**src/hw/acm_defs.vh**
```
// Constants for the audio channel modulation block.
// Included by every design file of the block; definitions only.
`ifndef ACM_DEFS_VH
`define ACM_DEFS_VH

`define ACM_ADDR_W          8
// Register byte offsets
`define ACM_OFF_ATTACH      8'h00
`define ACM_OFF_DMA_CTRL    8'h04
`define ACM_OFF_FILTER      8'h08
`define ACM_OFF_IRQ_STAT    8'h0C
`define ACM_OFF_IRQ_MASK    8'h10
`define ACM_OFF_CH_BASE     8'h20
`define ACM_CH_STRIDE       8'h10
`define ACM_CH_OFF_LOC      4'h0
`define ACM_CH_OFF_LEN      4'h4
`define ACM_CH_OFF_PER      4'h8
`define ACM_CH_OFF_VOL      4'hC
// Field positions
`define ACM_VOL_ATTACH_LSB  0
`define ACM_PER_ATTACH_LSB  4
`define ACM_MASTER_DMA_BIT  9
`define ACM_VOL_W           7
// Reset values
`define ACM_ATTACH_RST      16'h0000
`define ACM_DMA_CTRL_RST    16'h0000
`define ACM_PER_RST         16'h0000
`define ACM_VOL_RST         7'h00
`define ACM_LOC_W           18
// Timing: one sampling tick every DIV clock cycles
`define ACM_TICK_DIV        8'h46

`endif

```
**src/hw/acm_tick_div.v**
```verilog
// Divider that makes the audio timing tick as a one-cycle enable.
// Assumes a single clock and a synchronous active-high reset.
`timescale 1ns/1ps
`default_nettype none
`include "acm_defs.vh"

module acm_tick_div (
	input  wire clk_i,
	input  wire sys_rst_i,
	output reg  tick_o
);
	reg [7:0] cnt_q;

	always @(posedge clk_i) begin
		if (sys_rst_i) begin
			cnt_q  <= 8'h00;
			tick_o <= 1'b0;
		end else if (cnt_q == `ACM_TICK_DIV - 8'h01) begin
			cnt_q  <= 8'h00;
			tick_o <= 1'b1;
		end else begin
			cnt_q  <= cnt_q + 8'h01;
			tick_o <= 1'b0;
		end
	end
endmodule
`default_nettype wire

```
**src/hw/acm_chan.v**
```verilog
// One audio channel: DMA pointer, length, period counter, sample output.
// Assumes fetch data arrives with fetch_ack_i, any number of cycles after fetch_req_o.
`timescale 1ns/1ps
`default_nettype none
`include "acm_defs.vh"

module acm_chan (
	input  wire                 clk_i,
	input  wire                 sys_rst_i,
	input  wire                 tick_i,
	input  wire                 run_i,
	input  wire                 word_mode_i,
	input  wire [17:0]          loc_i,
	input  wire [15:0]          len_i,
	input  wire [15:0]          per_i,
	output reg                  fetch_req_o,
	output reg  [17:0]          fetch_addr_o,
	input  wire                 fetch_ack_i,
	input  wire [15:0]          fetch_data_i,
	output reg  [15:0]          word_o,
	output reg                  expire_o,
	output reg                  wrap_o,
	output reg                  irq_o,
	output reg                  byte_sel_o
);
	reg [17:0] ptr_q;
	reg [15:0] len_q;
	reg [15:0] per_q;
	reg        live_q;
	reg        wait_q;
	reg        have_q;

	always @(posedge clk_i) begin
		if (sys_rst_i) begin
			ptr_q <= 18'h0_0000;
			len_q <= 16'h0000;
			per_q <= 16'h0000;
			live_q <= 1'b0;
			wait_q <= 1'b0;
			have_q <= 1'b0;
			fetch_req_o <= 1'b0;
			fetch_addr_o <= 18'h0_0000;
			word_o <= 16'h0000;
			expire_o <= 1'b0;
			wrap_o <= 1'b0;
			irq_o <= 1'b0;
			byte_sel_o <= 1'b0;
		end else begin
			fetch_req_o <= 1'b0;
			expire_o <= 1'b0;
			wrap_o <= 1'b0;
			irq_o <= 1'b0;
			if (!run_i) begin
				live_q <= 1'b0;
				have_q <= 1'b0;
				wait_q <= 1'b0;
			end else if (!live_q) begin
				// Copy programmed registers into working copies
				ptr_q <= loc_i;
				len_q <= len_i;
				per_q <= per_i;
				live_q <= 1'b1;
				irq_o <= 1'b1;
			end else begin
				if (!have_q && !wait_q) begin
					fetch_req_o <= 1'b1;
					fetch_addr_o <= ptr_q;
					wait_q <= 1'b1;
				end
				if (fetch_ack_i && wait_q) begin
					word_o <= fetch_data_i;
					wait_q <= 1'b0;
					have_q <= 1'b1;
					byte_sel_o <= 1'b0;
					if (len_q <= 16'h0001) begin
						ptr_q <= loc_i;
						len_q <= len_i;
						wrap_o <= 1'b1;
						irq_o <= 1'b1;
					end else begin
						ptr_q <= ptr_q + 18'h0_0001;
						len_q <= len_q - 16'h0001;
					end
				end
				if (tick_i && have_q) begin
					if (per_q <= 16'h0001) begin
						per_q <= per_i;
						expire_o <= 1'b1;
						if (word_mode_i) begin
							// Modulator word is used whole, one per period
							byte_sel_o <= 1'b0;
							have_q <= 1'b0;
						end else begin
							byte_sel_o <= ~byte_sel_o;
							if (byte_sel_o)
								have_q <= 1'b0;
						end
					end else begin
						per_q <= per_q - 16'h0001;
					end
				end
			end
		end
	end
endmodule
`default_nettype wire

```
**src/hw/acm_top.v**
```verilog
// Four-channel sampled-audio unit with attach (modulation) logic and APB.
// Assumes an APB master on clk_i and a memory that answers each fetch with fetch_ack_i after any delay.
`timescale 1ns/1ps
`default_nettype none
`include "acm_defs.vh"

module acm_top (
	input  wire                   clk_i,
	input  wire                   sys_rst_i,
	input  wire                   psel_i,
	input  wire                   penable_i,
	input  wire                   pwrite_i,
	input  wire [`ACM_ADDR_W-1:0] paddr_i,
	input  wire [31:0]            pwdata_i,
	output reg  [31:0]            prdata_o,
	output reg                    pready_o,
	output reg                    pslverr_o,
	output reg  [3:0]             fetch_req_o,
	output reg  [71:0]            fetch_addr_o,
	input  wire [3:0]             fetch_ack_i,
	input  wire [63:0]            fetch_data_i,
	output reg  [31:0]            dac_sample_o,
	output reg  [27:0]            dac_volume_o,
	output reg                    filter_bypass_control_o,
	output reg                    irq_o
);
	////////////////////////////////////////////////////////////////////
	// Registers
	reg [15:0] attach_q;
	reg [15:0] dma_ctrl_q;
	reg [3:0]  irq_stat_q;
	reg [3:0]  irq_mask_q;
	reg [17:0] loc_q [0:3];
	reg [15:0] len_q [0:3];
	reg [15:0] per_q [0:3];
	reg [6:0]  vol_q [0:3];
	reg [3:0]  phase_q;
	reg [3:0]  wrap_pend_q;

	wire        tick;
	wire [3:0]  ch_irq;
	wire [3:0]  ch_exp;
	wire [3:0]  ch_wrap;
	wire [3:0]  ch_req;
	wire [3:0]  ch_bsel;
	wire [71:0] ch_addr;
	wire [63:0] ch_word;
	wire [3:0]  vol_att = attach_q[`ACM_VOL_ATTACH_LSB +: 4];
	wire [3:0]  per_att = attach_q[`ACM_PER_ATTACH_LSB +: 4];
	wire [3:0]  run;

	wire        acc   = psel_i && penable_i;
	wire        wr    = acc && pwrite_i;
	wire        in_ch = paddr_i >= `ACM_OFF_CH_BASE;
	wire [7:0]  ch_rel = paddr_i - `ACM_OFF_CH_BASE;
	wire [1:0]  ch_idx = ch_rel[5:4];
	wire [3:0]  ch_fld = ch_rel[3:0];
	wire        mapped = in_ch ? (ch_rel < 8'h40 && paddr_i[1:0] == 2'b00) :
		(paddr_i == `ACM_OFF_ATTACH || paddr_i == `ACM_OFF_DMA_CTRL ||
		 paddr_i == `ACM_OFF_FILTER || paddr_i == `ACM_OFF_IRQ_STAT ||
		 paddr_i == `ACM_OFF_IRQ_MASK);

	acm_tick_div u_div (
		.clk_i     (clk_i),
		.sys_rst_i (sys_rst_i),
		.tick_o    (tick)
	);

	////////////////////////////////////////////////////////////////////
	// Channels
	genvar g;
	generate
		for (g = 0; g < 4; g = g + 1) begin : gen_ch
			assign run[g] = dma_ctrl_q[`ACM_MASTER_DMA_BIT] && dma_ctrl_q[g];
			acm_chan u_ch (
				.clk_i        (clk_i),
				.sys_rst_i    (sys_rst_i),
				.tick_i       (tick),
				.run_i        (run[g]),
				.word_mode_i  (vol_att[g] || per_att[g]),
				.loc_i        (loc_q[g]),
				.len_i        (len_q[g]),
				.per_i        (per_q[g]),
				.fetch_req_o  (ch_req[g]),
				.fetch_addr_o (ch_addr[g*18 +: 18]),
				.fetch_ack_i  (fetch_ack_i[g]),
				.fetch_data_i (fetch_data_i[g*16 +: 16]),
				.word_o       (ch_word[g*16 +: 16]),
				.expire_o     (ch_exp[g]),
				.wrap_o       (ch_wrap[g]),
				.irq_o        (ch_irq[g]),
				.byte_sel_o   (ch_bsel[g])
			);
		end
	endgenerate

	////////////////////////////////////////////////////////////////////
	// Register writes and modulation
	integer i;
	always @(posedge clk_i) begin
		if (sys_rst_i) begin
			attach_q <= `ACM_ATTACH_RST;
			dma_ctrl_q <= `ACM_DMA_CTRL_RST;
			filter_bypass_control_o <= 1'b0;
			irq_stat_q <= 4'h0;
			irq_mask_q <= 4'h0;
			phase_q <= 4'h0;
			wrap_pend_q <= 4'h0;
			for (i = 0; i < 4; i = i + 1) begin
				loc_q[i] <= 18'h0_0000;
				len_q[i] <= 16'h0000;
				per_q[i] <= `ACM_PER_RST;
				vol_q[i] <= `ACM_VOL_RST;
			end
		end else begin
			if (wr && mapped && !in_ch) begin
				case (paddr_i)
				`ACM_OFF_ATTACH:   attach_q <= pwdata_i[15:0];
				`ACM_OFF_DMA_CTRL: dma_ctrl_q <= pwdata_i[15:0];
				`ACM_OFF_FILTER:   filter_bypass_control_o <= pwdata_i[1];
				`ACM_OFF_IRQ_MASK: irq_mask_q <= pwdata_i[3:0];
				default: ;
				endcase
			end
			if (wr && mapped && in_ch) begin
				case (ch_fld)
				`ACM_CH_OFF_LOC: loc_q[ch_idx] <= pwdata_i[17:0];
				`ACM_CH_OFF_LEN: len_q[ch_idx] <= pwdata_i[15:0];
				`ACM_CH_OFF_PER: per_q[ch_idx] <= pwdata_i[15:0];
				default:         vol_q[ch_idx] <= pwdata_i[6:0];
				endcase
			end
			// Set wins over write-one-to-clear
			irq_stat_q <= (irq_stat_q & ~((wr && paddr_i == `ACM_OFF_IRQ_STAT) ?
				pwdata_i[3:0] : 4'h0)) | ch_irq;
			// Channels 0..2 modulate the next one; channel 3 has no target
			for (i = 0; i < 3; i = i + 1) begin
				// Wrap comes with the last word; restart after that word is used
				if (ch_wrap[i])
					wrap_pend_q[i] <= 1'b1;
				if (ch_exp[i]) begin
					if (vol_att[i] && per_att[i]) begin
						if (phase_q[i])
							per_q[i+1] <= ch_word[i*16 +: 16];
						else
							vol_q[i+1] <= ch_word[i*16 +: 7];
						phase_q[i] <= ~phase_q[i] & ~wrap_pend_q[i];
						wrap_pend_q[i] <= 1'b0;
					end else if (vol_att[i]) begin
						vol_q[i+1] <= ch_word[i*16 +: 7];
					end else if (per_att[i]) begin
						per_q[i+1] <= ch_word[i*16 +: 16];
					end
				end
				if (!run[i] || !(vol_att[i] && per_att[i])) begin
					phase_q[i] <= 1'b0;
					wrap_pend_q[i] <= 1'b0;
				end
			end
		end
	end

	////////////////////////////////////////////////////////////////////
	// APB read, outputs
	reg [31:0] rd_d;
	always @* begin
		rd_d = 32'h0000_0000;
		if (in_ch) begin
			case (ch_fld)
			`ACM_CH_OFF_LOC: rd_d = {14'h0000, loc_q[ch_idx]};
			`ACM_CH_OFF_LEN: rd_d = {16'h0000, len_q[ch_idx]};
			`ACM_CH_OFF_PER: rd_d = {16'h0000, per_q[ch_idx]};
			default:         rd_d = {25'h000_0000, vol_q[ch_idx]};
			endcase
		end else begin
			case (paddr_i)
			`ACM_OFF_ATTACH:   rd_d = {16'h0000, attach_q};
			`ACM_OFF_DMA_CTRL: rd_d = {16'h0000, dma_ctrl_q};
			`ACM_OFF_FILTER:   rd_d = {30'h0000_0000, filter_bypass_control_o, 1'b0};
			`ACM_OFF_IRQ_STAT: rd_d = {28'h000_0000, irq_stat_q};
			`ACM_OFF_IRQ_MASK: rd_d = {28'h000_0000, irq_mask_q};
			default:           rd_d = 32'h0000_0000;
			endcase
		end
	end

	always @(posedge clk_i) begin
		if (sys_rst_i) begin
			prdata_o <= 32'h0000_0000;
			pready_o <= 1'b0;
			pslverr_o <= 1'b0;
			irq_o <= 1'b0;
			fetch_req_o <= 4'h0;
			fetch_addr_o <= 72'h00_0000_0000_0000_0000;
			dac_sample_o <= 32'h0000_0000;
			dac_volume_o <= 28'h000_0000;
		end else begin
			// Zero-wait slave: ready in the access cycle
			pready_o <= psel_i && !penable_i;
			pslverr_o <= psel_i && !penable_i && !mapped;
			prdata_o <= (psel_i && !penable_i && !pwrite_i && mapped) ? rd_d : 32'h0000_0000;
			irq_o <= |(irq_stat_q & irq_mask_q);
			fetch_req_o <= ch_req;
			fetch_addr_o <= ch_addr;
			for (i = 0; i < 4; i = i + 1) begin
				// Attached channel is muted
				if (vol_att[i] || per_att[i] || !run[i]) begin
					dac_sample_o[i*8 +: 8] <= 8'h00;
					dac_volume_o[i*7 +: 7] <= 7'h00;
				end else begin
					dac_sample_o[i*8 +: 8] <= ch_bsel[i] ? ch_word[i*16 +: 8] :
						ch_word[i*16+8 +: 8];
					dac_volume_o[i*7 +: 7] <= vol_q[i];
				end
			end
		end
	end
endmodule
`default_nettype wire

```
**config.mk**
```make
export PLATFORM = sky130hd
export DESIGN_NAME = acm_top
export DESIGN_NICKNAME = d
export VERILOG_FILES = /design/src/hw/acm_tick_div.v /design/src/hw/acm_chan.v /design/src/hw/acm_top.v
export VERILOG_INCLUDE_DIRS = /design/src /design/src/hw
export SDC_FILE = /design/constraint.sdc
export NUM_CORES = 2
export LEC_CHECK = 0
export BUFFER_PORTS_ARGS = -buffer_cell sky130_fd_sc_hd__buf_2
export CAP_MARGIN = 20
export CORE_MARGIN = 3
export CORE_UTILIZATION = 40
export DETAILED_ROUTE_END_ITERATION = 16
export PLACE_DENSITY_LB_ADDON = 0.05
export SETUP_SLACK_MARGIN = 0.4
export SLEW_MARGIN = 15
export SYNTH_ARGS = -nofsm -noshare
export SYNTH_HDL_FRONTEND = slang
export SYNTH_HIERARCHICAL = 1
export SYNTH_SLANG_ARGS = --single-unit
```
**constraint.sdc**
```tcl
create_clock -name clk_i -period 3.7 [get_ports clk_i]
set_clock_uncertainty 0.05 [all_clocks]
set_input_delay 0.555 -clock clk_i [delete_from_list [all_inputs] [get_ports clk_i]]
set_output_delay 0.555 -clock clk_i [all_outputs]
set_load 0.03 [all_outputs]
```
; Word-level counts from Yosys, hierarchy flattened
; Memories as Yosys holds them, arrays and structs flattened. A register that Yosys moved wholly into a read port is not among the register bits.
; Cells that the tools add are included.
; Widths: inputs -> output; s select.
[totals]
register_bits = 565
mem_bits_rw = 228
out_inout_bits = 172
mem_count = 4
[op_classes]
n_addsub = 14
magnitude_cmp = 10
n_eq_ne = 27
mux = 227
bitwise = 77
n_reduce_logical = 128
[mem_list]
columns = name, depth, width, rd, rd_clocked_by_memory_dff, write_ports, line
row1 = loc_q, 4, 18, 5, 0, 4, acm_top.v:33  ; reg [17:0] loc_q [0:3];
row2 = len_q, 4, 16, 5, 0, 4, acm_top.v:34  ; reg [15:0] len_q [0:3];
row3 = per_q, 4, 16, 5, 0, 4, acm_top.v:35  ; reg [15:0] per_q [0:3];
row4 = vol_q, 4, 7, 5, 4, 4, acm_top.v:36  ; reg [6:0] vol_q [0:3];
[op_table]
columns = operator, count
row1 = $mux 16, 32
row2 = $mux 18, 13
row3 = $mux 1, 163
row4 = $le 16x1->1 const B, 8
row5 = $sub 16x1->16 const B, 8
row6 = $pmux 16 s5, 1
row7 = $add 18x1->18 const B, 4
row8 = $pmux 18 s3, 1
row9 = $mux 7, 7
row10 = $reduce_and 2->1, 23
row11 = $not 1->1, 34
row12 = $mux 32, 1
row13 = $mux 8, 4
row14 = $reduce_or 16->1, 2
row15 = $logic_and 1x1->1, 30
row16 = $and 1x1->1, 27
row17 = $reduce_or 2->1, 13
row18 = $eq 2x2->1 const B, 12
row19 = $reduce_and 3->1, 8
row20 = $logic_not 1->1, 19
row21 = $reduce_or 18->1, 1
row22 = $eq 8x4->1 const B, 2
row23 = $ne 2x2->1 const B, 8
row24 = $reduce_or 4->1, 4
row25 = 22 further kinds, 58

; Depth between registers and ports, before layout
[logic_depth]
word_depth = 19
depth_mapped = 10

; Modules after synthesis
; The synthesis kept the hierarchy.
[by_module_without_submodules]
columns = module, n_inst, cells_per_inst, area_per_inst_um2, seq_area_each_um2
row1 = acm_top, 1, 1496, 17794.6, 10930.5
row2 = acm_chan at gen_ch[0].u_ch ..., 3, 615, 4683.2, 1841.8
row3 = acm_chan at gen_ch[3].u_ch, 1, 613, 4569.4, 1841.8
row4 = acm_tick_div, 1, 42, 390.4, 180.2

; Worst setup path before layout
; OpenSTA, ideal clock, no wires.
[synth_path]
kind = input-to-reg
start = input port paddr_i[5]
end = memory per_q[3][0] (enable)
setup_time_ns = 0.376
arrival_ns = 3.047
t_required_ns = 3.274
setup_slack_ns = 0.227
stages = 9
path_cell_list = clkbuf_1 inv_2 ha_1 nor3b_1 o2111ai_4 a311oi_4 nand2_2 buf_2 nand3b_1
[synth_rtl]
columns = item, line
row1 = start: declaration, acm_top.v:13  ; input wire [`ACM_ADDR_W-1:0] paddr_i,
row2 = end: declaration, acm_top.v:35

; Final worst setup path
[layout_path]
start = register gen_ch[3].u_ch.per_q[1]
end = register gen_ch[3].u_ch.per_q[11]
[layout_between]
elab_chain_len = 4
[layout_rtl]
columns = item, line
row1 = start: declaration, acm_chan.v:28  ; reg [15:0] per_q;
row2 = start signal: assignment, acm_chan.v:61  ; per_q <= per_i;
row3 = start signal: assignment, acm_chan.v:87  ; per_q <= per_i;
row4 = start signal: assignment, acm_chan.v:99  ; per_q <= per_q - 16'h0001;
row5 = $sub 16x1->16 or $le 16x1->1 (tied branches), "acm_chan.v:99, acm_chan.v:86"
row6 = $mux 16 *, acm_chan.v:86  ; if (per_q <= 16'h0001) begin
row7 = $mux 16 *, acm_chan.v:85  ; if (tick_i && have_q) begin
row8 = $mux 16 *, acm_chan.v:57  ; end else if (!live_q) begin
; Every way passes the cells marked *; elsewhere a longest branch is shown, timed or not. The select of a mux whose other input is x is not followed.
; A chain may end at the register's enable or synchronous reset.

==> flow_summary.json <==
{
  "status": "complete, no violations",
  "cts_setup_buffers": 0,
  "worstPathRequired_ns": 4.22,
  "leakage_uw": 0.0152,
  "hold_viol_final": 0,
  "clk_latency_ns": 0.67,
  "final_cell_mix": "nand2_1 (648), dfxtp_1 (579), a21oi_1 (353), nor2_1 (288), buf_2 (254)",
  "hp-class": "primary input to flop",
  "routed_wl_um": 130000,
  "endpoint_kind": "flop",
  "setup_viol_count_final": 0,
  "io_pins": 285,
  "path_clk_slew_ns": 0.06,
  "cp_slowest_stage_delay_ns": 0.49,
  "cp.arrival_ns": 3.31,
  "top_layer": "met5",
  "wl_met1_um": 56100,
  "die_w_um": 309,
  "slew_violations": 0,
  "layout_setup_ws_ns": 0.902,
  "path_class": "flop to flop",
  "powerDensity_nw_per_um2": 460,
  "multi_input_area_um2": 16800,
  "switching_share": 0.232,
  "vias": 31100,
  "wl_met2_um": 59100,
  "htree_num_levels": 3,
  "die_h_um": 309,
  "final_core_util": 0.466,
  "grt_pass1_wl_um": 190000,
  "cts_resized": 0,
  "portBuffers": 256,
  "vdd_drop_max_uv": 296,
  "layout_min_cycle_time_ns": 2.80,
  "numCtsBuffers": 92,
  "setup_tns_ns": 0,
  "max_slew_margin": 0.324,
  "synth_area_um2": 36700,
  "grtUsageTotal": 0.265,
  "cts_tree": "done",
  "drive_above_1_share": 0.150,
  "grt_max_degree": 146,
  "syn_inst": 3991,
  "yosys_warnings": 6,
  "critPathMaxFanout": 29,
  "ant_nets": 0,
  "cts.sinks": 807,
  "hpwl_um": 93600,
  "cp_cell_sequence": "inv_1 -> ha_1 -> nor2_1 -> or4_1 -> o31ai_4 -> buf_4 -> nor3_1 -> a211o_1 -> a211oi_1",
  "antenna_found_initial": 10,
  "clock_path_buffers": 3,
  "grt_pass1_vias": 28900,
  "fillers": 8841,
  "postSynthAreaPerCell_um2": 9.21,
  "rsz0062_at_grt": "no",
  "core-area_um2": 90600,
  "pwr-share-clk": 0.476,
  "pre_cts_ws_ns": 0.674,
  "drc": 0,
  "power_uw": 19400,
  "reg2reg_setup_slack_ns": 0.90,
  "rows": 110,
  "hold_buffers": 0,
  "netSwitchingPower_uw": 4500,
  "nets": 4296,
  "place_congestion": 0.919,
  "grt.overflow.total": 0,
  "seqPwrFrac": 0.484,
  "first_pass_iters": 5,
  "slowest_stage": "or4_1",
  "initial_core_util": 0.406,
  "crit_path_start_kind": "flop",
  "final-seq-area_um2": 18400,
  "max_slew.worst_pin.slew_ns": 1.00,
  "finalCritPeriodShare": 0.756,
  "dieArea_um2": 95500,
  "cap_violations": 0,
  "share_comb_of_total_power": 0.039,
  "p_int_uw": 14900,
  "drt_iter0_markers": 3004,
  "fmax_mhz": 357,
  "clock-root-buffer": "clkbuf_16",
  "wl_per_cell_um": 24.0,
  "routed-wl-met3_um": 8870,
  "vias_per_cell": 5.74,
  "layout_commonest_cell": "nand2_1",
  "area_growth_pct": 14.8
}
==> flip-flops by register name, summed over array words and instances (netlist names), 64 cells and up <==
signal and count:
gen_ch.u_ch/per_q 64, gen_ch.u_ch/fetch_addr_o 72, gen_ch.u_ch/word_o 64, gen_ch.u_ch/ptr_q 72, len_q 64, loc_q 72, per_q 64, gen_ch.u_ch/len_q 64
fetch_addr_o 72
==> layout make-up <==
cell class	instances	area share
Sequential cell	807	0.437
Multi-Input combinational cell	2833	0.399
Clock buffer	135	0.0631
Timing Repair Buffer	356	0.0514
Tap cell	1176	0.0349
Clock inverter	37	0.00884
Inverter	69	0.00614
Antenna cell	2	0.000119
==> layer usage <==
layer  track usage  vias up
met5             0        -
met4         0.122        2
met3        0.0350      226
met2         0.417     1124
met1         0.365    15100
li1              -    14700
==> metrics by stage <==
stage	instances	area [µm²]	hold WS (ns)
6_report	5415	42200	0.0850
5_1_grt	5414	42200	0.0672
4_1_cts	5413	42200	0.0379
3_5_place_dp	5241	39200	0.375
3_3_place_gp	5241	39200	0.373
2_1_floorplan	4004	36800	0.363
==> worst paths after layout <==
path,startpoint,end,cells after the start
worst max-delay path,gen_ch[3].u_ch/per_q[1],gen_ch[3].u_ch/per_q[11],9
worst min-delay path,fetch_data_i[16],gen_ch[1].u_ch/word_o[0],3
worst max register to register,gen_ch[3].u_ch/per_q[1],gen_ch[3].u_ch/per_q[11],9
worst min register to register,gen_ch[3].u_ch/fetch_req_o,fetch_req_o[3],1
==> power groups by stage <==
stage	clock [µW]	sequential (µW)	combinational, µW
global placement	0	9590	760
floorplan	0	9430	449
CTS	9440	9400	761
detailed placement	0	9590	760
finish	9250	9410	767
global route	9810	9400	800
==> critical path: cells and delay by family, from the launching register on <==
kind | cells | cell delay [ns]
compound gates | 3 | 0.87
fa+ha+maj | 1 | 0.30
buf+inv | 2 | 0.48
flops | 1 | 0.33
simple gates | 3 | 0.67
Power figures use the tool's default switching activity.
